<file path="src/verilog/pwmsc_pkg.sv">
// Purpose: Shared constants and types of the PWM slice control block.
// Assumes: Byte-wide registers on a plain address/strobe port.
// Notes: Offsets are byte addresses on that port.
`default_nettype none
package pwmsc_pkg;
	localparam int ADDR_W = 12;
	localparam logic [11:0] ADDR_PERIOD_LO = 12'h48F;
	localparam logic [11:0] ADDR_PERIOD_HI = 12'h490;
	localparam logic [11:0] ADDR_PRESCALE = 12'h491;
	localparam logic [11:0] ADDR_FLAGS = 12'h493;
	localparam logic [11:0] ADDR_ENABLES = 12'h494;
	localparam logic [11:0] ADDR_CONTROL = 12'h495;
	localparam logic [11:0] ADDR_CONFIG = 12'h496;
	localparam logic [11:0] ADDR_P1_LO = 12'h497;
	localparam logic [11:0] ADDR_P1_HI = 12'h498;
	localparam logic [11:0] ADDR_P2_LO = 12'h499;
	localparam logic [11:0] ADDR_P2_HI = 12'h49A;
	localparam int CON_ENABLE = 7;
	localparam int CON_RELOAD = 2;
	localparam int CON_ERS_POL = 1;
	localparam int CON_ERS_NOW = 0;
	localparam int CFG_INV_TWO = 7;
	localparam int CFG_INV_ONE = 6;
	localparam int CFG_PUSH_PULL = 3;
	localparam int FLAG_TWO = 1;
	localparam int FLAG_ONE = 0;
	localparam logic [7:0] CFG_MASK = 8'hCF;
	localparam logic [7:0] BYTE_RESET = 8'h00;
	localparam logic [15:0] WORD_RESET = 16'h0000;
	localparam logic [1:0] FLAG_RESET = 2'h0;
	typedef enum logic [2:0] {
		MODE_LEFT = 3'b000,
		MODE_RIGHT = 3'b001,
		MODE_CENTER = 3'b010,
		MODE_VARIABLE = 3'b011,
		MODE_SET = 3'b100,
		MODE_TOGGLE = 3'b101,
		MODE_RSV_A = 3'b110,
		MODE_RSV_B = 3'b111
	} pwmsc_mode_t;
endpackage
`default_nettype wire

</file>
<file path="src/verilog/pwmsc_time_if.sv">
// Purpose: Carries the time base from the timer to the slices.
// Assumes: Single clock domain.
// Notes: The tick is one cycle of the prescaled PWM clock.
`default_nettype none
interface pwmsc_time_if;
	logic run;
	logic tick;
	logic period_evt;
	logic [15:0] count;
	modport src (input run, output tick, output period_evt, output count);
	modport snk (input run, input tick, input period_evt, input count);
endinterface
`default_nettype wire

</file>
<file path="src/verilog/pwmsc_slice.sv">
// Purpose: Waveform and interrupt event of one slice output.
// Assumes: Parameters are working copies, stable within a period.
// Notes: The level and event update on the PWM tick; a reserved mode clears the level at once.
`default_nettype none
module pwmsc_slice
	import pwmsc_pkg::*;
(
	input wire logic i_clk,
	input wire logic i_reset,
	input wire pwmsc_mode_t i_mode,
	input wire logic [15:0] i_own,
	input wire logic [15:0] i_p1,
	input wire logic [15:0] i_p2,
	input wire logic [15:0] i_period,
	pwmsc_time_if.snk tb,
	output logic o_level,
	output logic o_event
);
	logic next_level;
	logic next_event;
	wire [16:0] right_start = {1'b0, i_period} - {1'b0, i_own};
	wire own_hit = (tb.count == i_own);
	wire left_lvl = (tb.count < i_own);
	wire right_lvl = ({1'b0, tb.count} >= right_start);
	wire mode_reserved = (i_mode[2:1] == 2'b11);
	always_comb begin
		next_level = 1'b0;
		next_event = 1'b0;
		case (i_mode)
			MODE_LEFT: begin
				next_level = left_lvl;
				next_event = o_level & ~next_level;
			end
			MODE_RIGHT: begin
				next_level = right_lvl;
				next_event = ~o_level & next_level;
			end
			MODE_CENTER: begin
				next_level = left_lvl | right_lvl;
				next_event = o_level ^ next_level;
			end
			MODE_VARIABLE: begin
				next_level = (tb.count == i_p1) ? 1'b1 :
					(tb.count == i_p2) ? 1'b0 : o_level;
				next_event = own_hit;
			end
			MODE_SET: begin
				next_level = own_hit | o_level;
				next_event = own_hit;
			end
			MODE_TOGGLE: begin
				next_level = own_hit ^ o_level;
				next_event = own_hit;
			end
			default: begin
				next_level = 1'b0;
				next_event = 1'b0;
			end
		endcase
	end
	always_ff @(posedge i_clk or posedge i_reset) begin
		if (i_reset) begin
			o_level <= 1'b0;
			o_event <= 1'b0;
		end else if (!tb.run) begin
			o_level <= 1'b0;
			o_event <= 1'b0;
		end else begin
			o_level <= (tb.tick || mode_reserved) ? next_level : o_level;
			o_event <= tb.tick & next_event;
		end
	end
	a_reserved_idle: assert property (@(posedge i_clk) disable iff (i_reset)
		(i_mode[2:1] == 2'b11) ##1 (i_mode[2:1] == 2'b11) |-> !o_level)
		else $error("Reserved mode left an output active.");
	a_left_level: assert property (@(posedge i_clk) disable iff (i_reset)
		(tb.run && tb.tick && i_mode == MODE_LEFT) |=>
		(o_level == $past(left_lvl)))
		else $error("Left aligned level is wrong.");
endmodule
`default_nettype wire

</file>
<file path="src/verilog/pwmsc_timebase.sv">
// Purpose: Prescaler and period counter of the PWM.
// Assumes: Clock enable comes from the run signal of the interface.
// Notes: Both counters clear while run is low.
`default_nettype none
module pwmsc_timebase
	import pwmsc_pkg::*;
(
	input wire logic i_clk,
	input wire logic i_reset,
	input wire logic [7:0] i_prescale,
	input wire logic [15:0] i_period,
	pwmsc_time_if.src tb
);
	logic [7:0] pre_cnt;
	logic [15:0] count;
	wire pre_hit = (pre_cnt == i_prescale);
	wire [15:0] last = (i_period == WORD_RESET) ? WORD_RESET :
		i_period - 16'h0001;
	assign tb.tick = tb.run & pre_hit;
	assign tb.period_evt = tb.tick & (count == last);
	assign tb.count = count;
	// Divide by prescale plus one, count period clocks.
	always_ff @(posedge i_clk or posedge i_reset) begin
		if (i_reset) begin
			pre_cnt <= BYTE_RESET;
			count <= WORD_RESET;
		end else if (!tb.run) begin
			pre_cnt <= BYTE_RESET;
			count <= WORD_RESET;
		end else begin
			pre_cnt <= pre_hit ? BYTE_RESET : pre_cnt + 8'h01;
			if (tb.tick) begin
				count <= tb.period_evt ? WORD_RESET : count + 16'h0001;
			end
		end
	end
	a_prescale_div: assert property (@(posedge i_clk) disable iff (i_reset)
		(tb.tick && tb.run) |=> !tb.run || (pre_cnt == 8'h00))
		else $error("Prescaler did not restart after tick.");
endmodule
`default_nettype wire

</file>
<file path="src/verilog/pwmsc_top.sv">
// Purpose: Control, interrupt and slice configuration of one PWM channel.
// Assumes: Byte register port, read data one cycle after the read strobe.
// Notes: Unmapped reads return zero; unmapped writes are ignored.
`default_nettype none
module pwmsc_top
	import pwmsc_pkg::*;
(
	input wire logic I_CLK,
	input wire logic I_RESET,
	input wire logic [pwmsc_pkg::ADDR_W-1:0] I_ADDR,
	input wire logic [7:0] I_WDATA,
	input wire logic I_WR,
	input wire logic I_RD,
	output logic [7:0] O_RDATA,
	input wire logic I_EXT_RESET,
	output logic O_SLICE_OUT_ONE,
	output logic O_SLICE_OUT_TWO,
	output logic O_IRQ
);
	import pwmsc_pkg::*;

	logic [15:0] period_value;
	logic [7:0] clock_prescale;
	logic [1:0] flags;
	logic [1:0] irq_enables;
	logic module_enable;
	logic reload_request;
	logic ext_reset_polarity;
	logic ext_reset_immediate;
	logic [7:0] config_reg;
	logic [15:0] param_one_value;
	logic [15:0] param_two_value;
	logic [15:0] period_work;
	logic [15:0] param_one_work;
	logic [15:0] param_two_work;
	logic halted;
	logic stop_pending;
	logic phase;
	logic [1:0] slice_level;
	logic [1:0] slice_event;
	logic [15:0] own_param [2];

	pwmsc_time_if tb_bus ();

	wire wr_period_lo = I_WR && (I_ADDR == ADDR_PERIOD_LO);
	wire wr_period_hi = I_WR && (I_ADDR == ADDR_PERIOD_HI);
	wire wr_prescale = I_WR && (I_ADDR == ADDR_PRESCALE);
	wire wr_flags = I_WR && (I_ADDR == ADDR_FLAGS);
	wire wr_enables = I_WR && (I_ADDR == ADDR_ENABLES);
	wire wr_control = I_WR && (I_ADDR == ADDR_CONTROL);
	wire wr_config = I_WR && (I_ADDR == ADDR_CONFIG);
	wire wr_p1_lo = I_WR && (I_ADDR == ADDR_P1_LO);
	wire wr_p1_hi = I_WR && (I_ADDR == ADDR_P1_HI);
	wire wr_p2_lo = I_WR && (I_ADDR == ADDR_P2_LO);
	wire wr_p2_hi = I_WR && (I_ADDR == ADDR_P2_HI);

	wire [7:0] control_byte = {module_enable, 4'h0, reload_request,
		ext_reset_polarity, ext_reset_immediate};
	wire [7:0] read_mux =
		(I_ADDR == ADDR_PERIOD_LO) ? period_value[7:0] :
		(I_ADDR == ADDR_PERIOD_HI) ? period_value[15:8] :
		(I_ADDR == ADDR_PRESCALE) ? clock_prescale :
		(I_ADDR == ADDR_FLAGS) ? {6'h00, flags} :
		(I_ADDR == ADDR_ENABLES) ? {6'h00, irq_enables} :
		(I_ADDR == ADDR_CONTROL) ? control_byte :
		(I_ADDR == ADDR_CONFIG) ? config_reg :
		(I_ADDR == ADDR_P1_LO) ? param_one_value[7:0] :
		(I_ADDR == ADDR_P1_HI) ? param_one_value[15:8] :
		(I_ADDR == ADDR_P2_LO) ? param_two_value[7:0] :
		(I_ADDR == ADDR_P2_HI) ? param_two_value[15:8] : BYTE_RESET;

	wire pwmsc_mode_t mode = pwmsc_mode_t'(config_reg[2:0]);
	wire push_pull = config_reg[CFG_PUSH_PULL];
	wire ext_active = I_EXT_RESET ^ ext_reset_polarity;
	wire load_now = tb_bus.period_evt && reload_request;
	wire sync_copy = !tb_bus.run || load_now;
	wire [1:0] next_flags = slice_event |
		(wr_flags ? (flags & I_WDATA[1:0]) : flags);
	wire next_reload = wr_control ? I_WDATA[CON_RELOAD] :
		(load_now ? 1'b0 : reload_request);
	wire next_out_one = (slice_level[0] & ~(push_pull & phase)) ^
		config_reg[CFG_INV_ONE];
	wire next_out_two = (slice_level[1] & ~(push_pull & ~phase)) ^
		config_reg[CFG_INV_TWO];

	assign tb_bus.run = module_enable && !halted;
	assign own_param[0] = param_one_work;
	assign own_param[1] = param_two_work;

	pwmsc_timebase u_timebase (
		.i_clk(I_CLK),
		.i_reset(I_RESET),
		.i_prescale(clock_prescale),
		.i_period(period_work),
		.tb(tb_bus.src)
	);

	for (genvar g = 0; g < 2; g++) begin : g_slice
		pwmsc_slice u_slice (
			.i_clk(I_CLK),
			.i_reset(I_RESET),
			.i_mode(mode),
			.i_own(own_param[g]),
			.i_p1(param_one_work),
			.i_p2(param_two_work),
			.i_period(period_work),
			.tb(tb_bus.snk),
			.o_level(slice_level[g]),
			.o_event(slice_event[g])
		);
	end

	always_ff @(posedge I_CLK or posedge I_RESET) begin
		if (I_RESET) begin
			period_value <= WORD_RESET;
			clock_prescale <= BYTE_RESET;
			param_one_value <= WORD_RESET;
			param_two_value <= WORD_RESET;
			config_reg <= BYTE_RESET;
			irq_enables <= FLAG_RESET;
		end else begin
			if (wr_period_lo) period_value[7:0] <= I_WDATA;
			if (wr_period_hi) period_value[15:8] <= I_WDATA;
			if (wr_prescale) clock_prescale <= I_WDATA;
			if (wr_p1_lo) param_one_value[7:0] <= I_WDATA;
			if (wr_p1_hi) param_one_value[15:8] <= I_WDATA;
			if (wr_p2_lo) param_two_value[7:0] <= I_WDATA;
			if (wr_p2_hi) param_two_value[15:8] <= I_WDATA;
			if (wr_config) config_reg <= I_WDATA & CFG_MASK;
			if (wr_enables) irq_enables <= I_WDATA[1:0];
		end
	end

	always_ff @(posedge I_CLK or posedge I_RESET) begin
		if (I_RESET) begin
			module_enable <= 1'b0;
			reload_request <= 1'b0;
			ext_reset_polarity <= 1'b0;
			ext_reset_immediate <= 1'b0;
			flags <= FLAG_RESET;
			O_RDATA <= BYTE_RESET;
			O_IRQ <= 1'b0;
		end else begin
			if (wr_control) begin
				module_enable <= I_WDATA[CON_ENABLE];
				ext_reset_polarity <= I_WDATA[CON_ERS_POL];
				ext_reset_immediate <= I_WDATA[CON_ERS_NOW];
			end
			reload_request <= next_reload;
			flags <= next_flags;
			O_RDATA <= I_RD ? read_mux : BYTE_RESET;
			O_IRQ <= |(flags & irq_enables);
		end
	end

	always_ff @(posedge I_CLK or posedge I_RESET) begin
		if (I_RESET) begin
			period_work <= WORD_RESET;
			param_one_work <= WORD_RESET;
			param_two_work <= WORD_RESET;
		end else if (sync_copy) begin
			period_work <= period_value;
			param_one_work <= param_one_value;
			param_two_work <= param_two_value;
		end
	end

	always_ff @(posedge I_CLK or posedge I_RESET) begin
		if (I_RESET) begin
			halted <= 1'b0;
			stop_pending <= 1'b0;
		end else if (!module_enable) begin
			halted <= 1'b0;
			stop_pending <= 1'b0;
		end else if (ext_active && ext_reset_immediate && tb_bus.tick) begin
			halted <= 1'b1;
		end else if (stop_pending && tb_bus.period_evt) begin
			halted <= 1'b1;
			stop_pending <= 1'b0;
		end else if (ext_active && !ext_reset_immediate && !halted) begin
			stop_pending <= 1'b1;
		end else if (!ext_active && halted) begin
			halted <= 1'b0;
		end
	end

	always_ff @(posedge I_CLK or posedge I_RESET) begin
		if (I_RESET) begin
			phase <= 1'b0;
			O_SLICE_OUT_ONE <= 1'b0;
			O_SLICE_OUT_TWO <= 1'b0;
		end else begin
			if (!tb_bus.run) phase <= 1'b0;
			else if (tb_bus.period_evt) phase <= ~phase;
			O_SLICE_OUT_ONE <= next_out_one;
			O_SLICE_OUT_TWO <= next_out_two;
		end
	end

	a_flag_clear: assert property (@(posedge I_CLK) disable iff (I_RESET)
		(wr_flags && I_WDATA[1:0] == 2'b00 && slice_event == 2'b00)
		|=> (flags == 2'b00))
		else $error("Writing zero did not clear the flags.");
	a_flag_set_wins: assert property (@(posedge I_CLK) disable iff (I_RESET)
		(slice_event[0] && wr_flags) |=> flags[FLAG_ONE])
		else $error("Flag event lost against a clear.");
	a_reload_clear: assert property (@(posedge I_CLK) disable iff (I_RESET)
		(load_now && !wr_control) |=> !reload_request)
		else $error("Reload bit not cleared after the copy.");
	a_reload_copy: assert property (@(posedge I_CLK) disable iff (I_RESET)
		load_now |=> (param_one_work == $past(param_one_value)) &&
		(period_work == $past(period_value)))
		else $error("Working copies not loaded at period event.");
	a_disable_out: assert property (@(posedge I_CLK) disable iff (I_RESET)
		(!module_enable ##1 !module_enable) |=>
		(O_SLICE_OUT_ONE == $past(config_reg[CFG_INV_ONE])))
		else $error("Disabled output is not at its default.");
	a_irq_request: assert property (@(posedge I_CLK) disable iff (I_RESET)
		((flags & irq_enables) != 2'b00) |=> O_IRQ)
		else $error("Interrupt request missing for enabled flag.");
	a_irq_masked: assert property (@(posedge I_CLK) disable iff (I_RESET)
		(irq_enables == 2'b00) |=> !O_IRQ)
		else $error("Interrupt raised while both enables clear.");
	a_stop_now: assert property (@(posedge I_CLK) disable iff (I_RESET)
		(module_enable && !wr_control && ext_active &&
		ext_reset_immediate && tb_bus.tick) |=> !tb_bus.run)
		else $error("Immediate external reset did not stop.");
	a_stop_end: assert property (@(posedge I_CLK) disable iff (I_RESET)
		(module_enable && !wr_control && stop_pending && tb_bus.period_evt)
		|=> halted)
		else $error("Deferred external reset did not stop.");
	a_read_flags: assert property (@(posedge I_CLK) disable iff (I_RESET)
		(I_RD && I_ADDR == ADDR_FLAGS) |=>
		(O_RDATA == {6'h00, $past(flags)}))
		else $error("Flag read returned a wrong value.");
	c_reload: cover property (@(posedge I_CLK) disable iff (I_RESET)
		load_now);
	c_irq: cover property (@(posedge I_CLK) disable iff (I_RESET)
		O_IRQ);
	c_halt: cover property (@(posedge I_CLK) disable iff (I_RESET)
		module_enable && halted);
	c_push_pull: cover property (@(posedge I_CLK) disable iff (I_RESET)
		push_pull && tb_bus.period_evt && phase);
endmodule
`default_nettype wire
</file>
<file path="config.mk">
export PLATFORM = sky130hd
export DESIGN_NAME = pwmsc_top
export DESIGN_NICKNAME = d
export VERILOG_FILES = /design/src/verilog/pwmsc_pkg.sv /design/src/verilog/pwmsc_time_if.sv /design/src/verilog/pwmsc_slice.sv /design/src/verilog/pwmsc_timebase.sv /design/src/verilog/pwmsc_top.sv
export SDC_FILE = /design/constraint.sdc
export NUM_CORES = 1
export LEC_CHECK = 0
export ABC_AREA = 1
export ABC_CLOCK_PERIOD_IN_PS = 8900
export BUFFER_PORTS_ARGS = -buffer_cell sky130_fd_sc_hd__buf_4
export CORE_MARGIN = 2
export CORE_UTILIZATION = 55
export DETAILED_ROUTE_END_ITERATION = 8
export PLACE_DENSITY = 0.72
export SLEW_MARGIN = 0
export SYNTH_ARGS = -nofsm -noshare
export SYNTH_HDL_FRONTEND = slang
export SYNTH_SLANG_ARGS = --single-unit
</file>
<file path="constraint.sdc">
create_clock -name I_CLK -period 8.9 [get_ports I_CLK]
set_input_delay 2.67 -clock I_CLK [delete_from_list [all_inputs] [get_ports I_CLK]]
set_output_delay 2.67 -clock I_CLK [all_outputs]
set_load 0.02 [all_outputs]
</file>
==> metrics.md, run 1 <==
| Metric | Value |
|---|---|
| PnR worst setup slack | `about 4.4 ns` |
| Vias in the first global route | `10000` |
| Critical Path AT | `4.86 ns` |
| Setup-failing EPs final | `0` |
| Worst Setup SP | `I_ADDR[9]` |
| Area grow syn2layout | `8.97%` |
| Post-synthesis area per instance | `7.27 um2` |
| Top-level I/O count | `36` |
| Syn Std Cell Area | `roughly 0.011 mm2` |
| Placed cell area | `0.0118 mm2` |
| Status | `complete, no violations` |
| Simple-gate share of the synthesized area | `0.312` |
| Most frequent CP cell | `nor2_1` |
| FMAX | `221 MHz` |
| First-pass GRT wire length | `approximately 55 mm` |
| Max Cap Violations | `0` |
| Pleak | `0.00652 uW` |
| Switching Fraction | `0.291` |
| Synth Net Count | `1697` |
| Die area | `0.0219 mm2` |
| Synth async-reset ratio | `1.00` |
| Area fraction of the dominant cell type after synthesis | `0.351` |
| Final setup TNS | `0 ns` |
| CP Max Fanout | `16` |
| Cell Chain, Critical Path | `buf_4 > nor2_1 > nand3b_1 > nor2_1 > inv_1 > nor2_1 > nand2_1 > o21ai_0` |
| Initial antenna violation count | `0` |
| Mapped Cells | `1569` |
| Worst path top cell family by delay | `simple AND/OR/NAND/NOR gates` |
| Number of enable flip-flop cells after synthesis | `0` |
| Final GP Congestion | `0.957` |
| Final clock skew | `0.0130 ns` |
| Cell variety after synth | `45` |
| H-tree depth | `4` |
| CP Launch Type | `primary input` |
| Deepest clock path buffer count | `2` |
| Slowest cell on crit path | `nor2_1` |
| Largest net degree at the start of global routing | `88` |
| Die Wd | `148 um` |
| Root buffer cell | `clkbuf_16` |
| Post-Layout Cell Count | `1873` |
| CTS Buf Count | `17` |
| Min Tclk post-route | `between 4 and 5 ns` |
| Overall Global Routing Usage | `0.328` |
| CTS Hold Bufs | `0` |
| Ys flop type | `dfrtp_1` |
| Main combinational cell family by area after synthesis | `simple AND/OR/NAND/NOR gates` |
| Psw | `482 uW` |
| WL/cell | `18.5 um` |
| Die outline height | `148 um` |
| Worst path max stage delay | `0.68 ns` |
| Residual DRC | `0` |
| Post CTS Setup Buffer Count | `0` |
| Final WL | `34.7 mm` |
| CTS resizes | `0` |
| Post-detail-place hpwl | `approximately 26 mm` |
| #FFs+latches synth | `160` |
| Total power | `1660 uW` |
| Congestion Overflow GR | `0` |
| Clk pwr share | `0.447` |
| Routed Antenna Nets | `0` |
| XOR/XNOR Fraction of Synth Area | `0.0406` |
| Seq/Total Area, Yosys | `0.351` |
| Cells after DPL | `1841` |
| Place WS | `~4.0 ns` |
| CP required | `9.24 ns` |
| Worst r2r src | `period_work[2]` |
| Tightest Pin Transition | `1.02 ns` |
| Compound-Gate Fraction of Synth Area | `0.106` |
| CTS tree | `done` |
| Clk sink count | `160` |
| Routed via count | `10600` |
| Area leader, netlist | `dfrtp_1` |
| Flop pwr share | `0.442` |
| Post-Synth Adder-Cell Area | `0.114` |
| Final hold violations | `0` |
| Max Transition Viols Final | `0` |
| Ranking of synthesized cells by area | `dfrtp_1 (35%), nand2_1 (14%), ha_1 (11%)` |
| Gate power share | `0.111` |
| Worst setup EP type | `flip-flop` |
| CP bufs+invs | `2` |
| Via-per-instance ratio | `5.67` |
| Synth warnings | `0` |
| Layout cell share with drive strength beyond 1 | `0.0618` |
| Max-slew headroom | `0.315` |
| Worst-path clk slew | `0.08 ns` |
| Layout net count | `between 1500 and 2000` |
| Tcrit/Tclk final | `0.508` |
| Peak supply drop | `about 0.00013 V` |
| Starting density of the core | `0.562` |
| Clock latency at the later pin of the worst-skew pair | `0.43 ns` |
| Post-synthesis mux area share | `0` |
| Pwr/cell area | `~130 mW/mm2` |
| Drt initial violations | `818` |
| Placeable Area | `about 0.02 mm2` |
| Int Power | `around 1200 uW` |
| Final Instance Area | `0.0124 mm2` |
| I/O Buffers | `35` |
| Setup Crit Path Kind | `in2reg` |
| N_diodes | `0` |
| Worst Min Path Start | `g_slice[1].u_slice.o_event` |
| Hold crit path type | `reg2reg` |
| RSZ-0062 raised after global routing | `no` |
| Pre-Repair DR Iteration Count | `5` |
| Row count | `52` |
[synthesized netlist by cell type, types with 3 or more instances]
cell and number:
nand2_1 420, nand2_2 3, nor4_1 7, nor2_2 5, nand3_1 166, or2_2 10
inv_2 3, o211ai_1 5, nand4_1 34, a21oi_1 88, nor3_1 31, o21bai_1 6
a31oi_1 4, nand3b_1 7, o31ai_1 3, xnor2_1 24, buf_6 8, xor2_1 27
dfrtp_1 160, and3_1 3, nor2_1 122, clkbuf_1 20, inv_1 173, o21a_1 4
o2111ai_1 3, buf_1 5, o21ai_0 103, ha_1 101
[layout make-up]
class,instances,area (um2)
Clock inverter,14,156
Clock buffer,18,439
Tap cell,270,338
Fill cell,1912,7880
Inverter,178,673
Timing Repair Buffer,38,285
Sequential cell,160,4000
Multi-Input combinational cell,1195,6530
[power groups by stage]
stage	Sequential, uW	Clock, uW	Combinational, uW
finish	734	740	184
floorplan	746	0	125
detailed placement	748	0	182
global placement	748	0	180
CTS	733	749	183
global route	734	778	206
[worst register-to-register path: cells and delay by family, from the launching register on]
| kind | cells | cell delay (ns) |
|---|---|---|
| and+or+nand+nor | 15 | 1.36 |
| AOI/OAI and AO/OA | 5 | 1.48 |
| adders and majority gates | 2 | 0.74 |
| DFF | 1 | 0.50 |
| buffers and inverters | 1 | 0.05 |
| xor gates and xnor gates | 1 | 0.14 |
[metrics by stage]
step / utilization / hold WS [ns]
after floorplan: - / 0.417
after CTS: 0.612 / 0.452
final: 0.612 / 0.446
after global routing: 0.612 / 0.482
after global placement: 0.583 / 0.424
after detailed placement: 0.583 / 0.434
[final timing paths]
path                                              endpoint  slack [ns]  cells past startpoint
worst max-delay path                      period_value[14]        4.38                      8
worst min-delay path                              flags[1]        0.45                      1
worst max register to register  g_slice[0].u_slice.o_event        4.53                     24
worst min register to register                    flags[1]        0.45                      1
max in group asynchronous               param_one_value[2]        5.02                      3
min in group asynchronous                 period_value[15]        2.37                      2
[per-layer routing]
metal / GRT usage / share of wire
met5: 0 / 0
met4: 0.140 / 0.042
met3: 0.0414 / 0.056
met2: 0.545 / 0.47
met1: 0.433 / 0.43
[cell families (layout without fill, tap and decap cells)]
family	after synthesis	after routing
buffers and inverters	214	248
AND/OR/NAND/NOR	816	816
adder cells (fa/ha/maj)	103	103
flip-flops	160	160
XOR/XNOR	52	52
AO/OA/AOI/OAI	224	224
[cells in the final DEF, fill, tap and decap left out, types with 2 or more instances in the layout]
cell and count:
nand2_1 420, inv_1 172, nand3_1 166, dfrtp_1 160, nor2_1 122, o21ai_0 103
ha_1 101, a21oi_1 88, buf_4 38, nand4_1 34, nor3_1 31, xor2_1 27
xnor2_1 24, clkbuf_16 17, or2_2 10, nand3b_1 7, nor4_1 7, o21bai_1 6
inv_6 6, nor2_2 5, o211ai_1 5, inv_8 5, o21a_1 4, a31oi_1 4
inv_2 3, nand2_2 3, o31ai_1 3, and3_1 3, o2111ai_1 3, clkinv_8 3
nor2_4 2, nor3_2 2, clkinv_1 2, o22ai_1 2, a41oi_1 2, fa_1 2
Note: power is estimated with default switching activity, not from simulation.
==> inputs of run 2 (changes only) <==
--- a/config.mk
+++ b/config.mk
@@ -6,12 +6,12 @@
 export NUM_CORES = 1
 export LEC_CHECK = 0
 export ABC_AREA = 1
-export ABC_CLOCK_PERIOD_IN_PS = 8900
+export ABC_CLOCK_PERIOD_IN_PS = 3700
 export BUFFER_PORTS_ARGS = -buffer_cell sky130_fd_sc_hd__buf_4
 export CORE_MARGIN = 2
 export CORE_UTILIZATION = 55
 export DETAILED_ROUTE_END_ITERATION = 8
-export PLACE_DENSITY = 0.72
+export PLACE_DENSITY = 0.75
 export SLEW_MARGIN = 0
 export SYNTH_ARGS = -nofsm -noshare
 export SYNTH_HDL_FRONTEND = slang
==> constraint.sdc (replaced) <==
create_clock -name I_CLK -period 3.7 [get_ports I_CLK]
set_input_delay 1.11 -clock I_CLK [delete_from_list [all_inputs] [get_ports I_CLK]]
set_output_delay 1.11 -clock I_CLK [all_outputs]
set_load 0.02 [all_outputs]
==> run 2 against run 1 <==
Effect of this change:
- sequential cell count did not move
- die area did not move
- wire length fell by 2.7%
- largest power group unchanged
- utilization rose by 1.5 points
- design area rose by 2.4%
- non-clock buffer count rose by 25
- critical path type is now reg2reg
==> metrics.md, run 2 (synthesis results as in run 1) <==
| Metric | Value |
|---|---|
| Status | `complete, no violations` |
| WL/cell | `about 18 um` |
| Commonest cells after routing, fill and taps aside | `nand2_1 (418), inv_1 (172), nand3_1 (165), dfrtp_1 (157), nor2_1 (120)` |
| Pleak | `about 0.0067 uW` |
| FMAX | `288 MHz` |
| Critical Path AT | `3.80 ns` |
| Final setup TNS | `0 ns` |
| Pre-Repair DR Iteration Count | `7` |
| Drt initial violations | `between 800 and 900` |
| Final clock skew | `about 0.016 ns` |
| Setup-failing EPs final | `0` |
| Layout net count | `1743` |
| CP required | `4.03 ns` |
| Overall Global Routing Usage | `0.318` |
| Hold crit path type | `reg2reg` |
| DR WL met3 | `1.71 mm` |
| Layout cell share with drive strength beyond 1 | `0.0872` |
| Post-detail-place hpwl | `~26 mm` |
| Vias in the first global route | `around 10000` |
| Tcrit/Tclk final | `0.939` |
| Residual DRC | `0` |
| Worst-path clk slew | `roughly 0.07 ns` |
| Placed cell area | `0.0120 mm2` |
| M1 WL | `14.7 mm` |
| Worst R2R Path Depth | `22` |
| Final WL | `33.7 mm` |
| Congestion Overflow GR | `0` |
| Die area | `roughly 0.022 mm2` |
| Max Transition Viols Final | `0` |
| I/O Buffers | `35` |
| CTS tree | `done` |
| Clock latency at the later pin of the worst-skew pair | `0.44 ns` |
| Via-per-instance ratio | `5.73` |
| First-pass GRT wire length | `54.3 mm` |
| Top-level I/O count | `36` |
| CP Launch Type | `flip-flop` |
| Starting density of the core | `0.562` |
| Deepest clock path buffer count | `2` |
| Storage cell area | `0.00401 mm2` |
| Cells after DPL | `around 1900` |
| CTS Buf Count | `17` |
| Peak supply drop | `~0.00032 V` |
| DR top layer | `met4` |
| Total power | `4020 uW` |
| Row count | `52` |
| Util after Layout | `0.627` |
| Max Cap Violations | `0` |
| Routed Antenna Nets | `0` |
| Die Wd | `between 100 and 150 um` |
| Most common cell after layout, fill and taps aside | `nand2_1` |
| Multi-input gate area | `0.00662 mm2` |
| Tightest Pin Transition | `0.911 ns` |
| Routed via count | `between 10000 and 15000` |
| Initial antenna violation count | `0` |
| Area grow syn2layout | `11.6%` |
| Die outline height | `about 150 um` |
| Placeable Area | `a little over 0.02 mm2` |
| Root buffer cell | `clkbuf_16` |
| Setup Crit Path Kind | `reg2reg` |
| Largest net degree at the start of global routing | `161` |
| N_diodes | `0` |
| Min Tclk post-route | `~3.5 ns` |
| Final GP Congestion | `roughly 0.96` |
| Worst setup EP type | `flip-flop` |
| Pwr/cell area | `roughly 320 mW/mm2` |
| Final hold violations | `0` |
| Max-slew headroom | `0.393` |
| CP Max Fanout | `4` |
| Clk sink count | `160` |
| Post-Layout Cell Count | `1898` |
| Fill cells | `1902` |
| Final Instance Area | `0.0127 mm2` |
| H-tree depth | `4` |
| Routed wl met2 | `roughly 16 mm` |
| CTS Hold Bufs | `0` |
| Hold Crit Depth | `2` |
[run 2: critical path, stage by stage (launching register included)]
cell	delay (ns)
dfrtp_1	0.42
inv_2	0.07
buf_4	0.13
ha_1	0.18
inv_1	0.10
fa_2	0.36
nand3_1	0.08
nand2_1	0.12
nand2_1	0.10
nand2_2	0.10
a31oi_4	0.19
o21bai_1	0.09
xor2_1	0.15
ha_1	0.32
a21oi_1	0.14
nand3b_1	0.12
nand3_1	0.09
nor2_2	0.11
nand3_1	0.14
nand2_1	0.09
nand2_1	0.06
o21ai_0	0.14
nand2_1	0.07
[run 2: final timing paths]
path                                            start                          to  slack [ns]
max                                    period_work[0]  g_slice[1].u_slice.o_level        0.23
min                        g_slice[1].u_slice.o_level  g_slice[1].u_slice.o_level        0.49
min reg2reg                g_slice[1].u_slice.o_level  g_slice[1].u_slice.o_level        0.49
max in group asynchronous                     I_RESET              period_work[2]        2.05
max reg2reg                            period_work[0]  g_slice[1].u_slice.o_level        0.23
min in group asynchronous                     I_RESET         param_two_value[15]        0.86
[run 2: timing repair]
item / 4_1_cts / 5_1_grt
setup endpoints to repair: 0 / 4
gates resized for setup: 0 / 24
setup buffers: 0 / 4
endpoints found under the hold margin: 0 / 0
[run 2: final cells by class]
class / count / area share
multi-input combinational: 1195 / 0.520
sequential: 160 / 0.315
inverter: 178 / 0.0528
timing repair buffer: 63 / 0.0381
clock buffer: 18 / 0.0345
tap: 270 / 0.0265
clock inverter: 14 / 0.0132
[run 2: where the power goes]
group,internal [uW],switching [uW],leakage (uW),total [uW]
Combinational,156,282,0.00414,438
Sequential,1760,8.60,0.00222,1760
Clock,984,832,0.000295,1820
Total,2900,1120,0.00665,4020
[run 2: metrics by stage]
stage,hold slack (ns),worst slack [ns]
after global routing,0.520,-0.0390
after CTS,0.490,0.0963
after detailed placement,0.474,0.116
after global placement,0.460,0.206
final,0.488,0.226
after floorplan,0.417,0.439
[run 2: metal layers]
layer	up-vias	global-route usage
met5	-	0
met4	0	0.176
met3	100	0.0466
met2	330	0.511
met1	5115	0.416
li1	5325	-
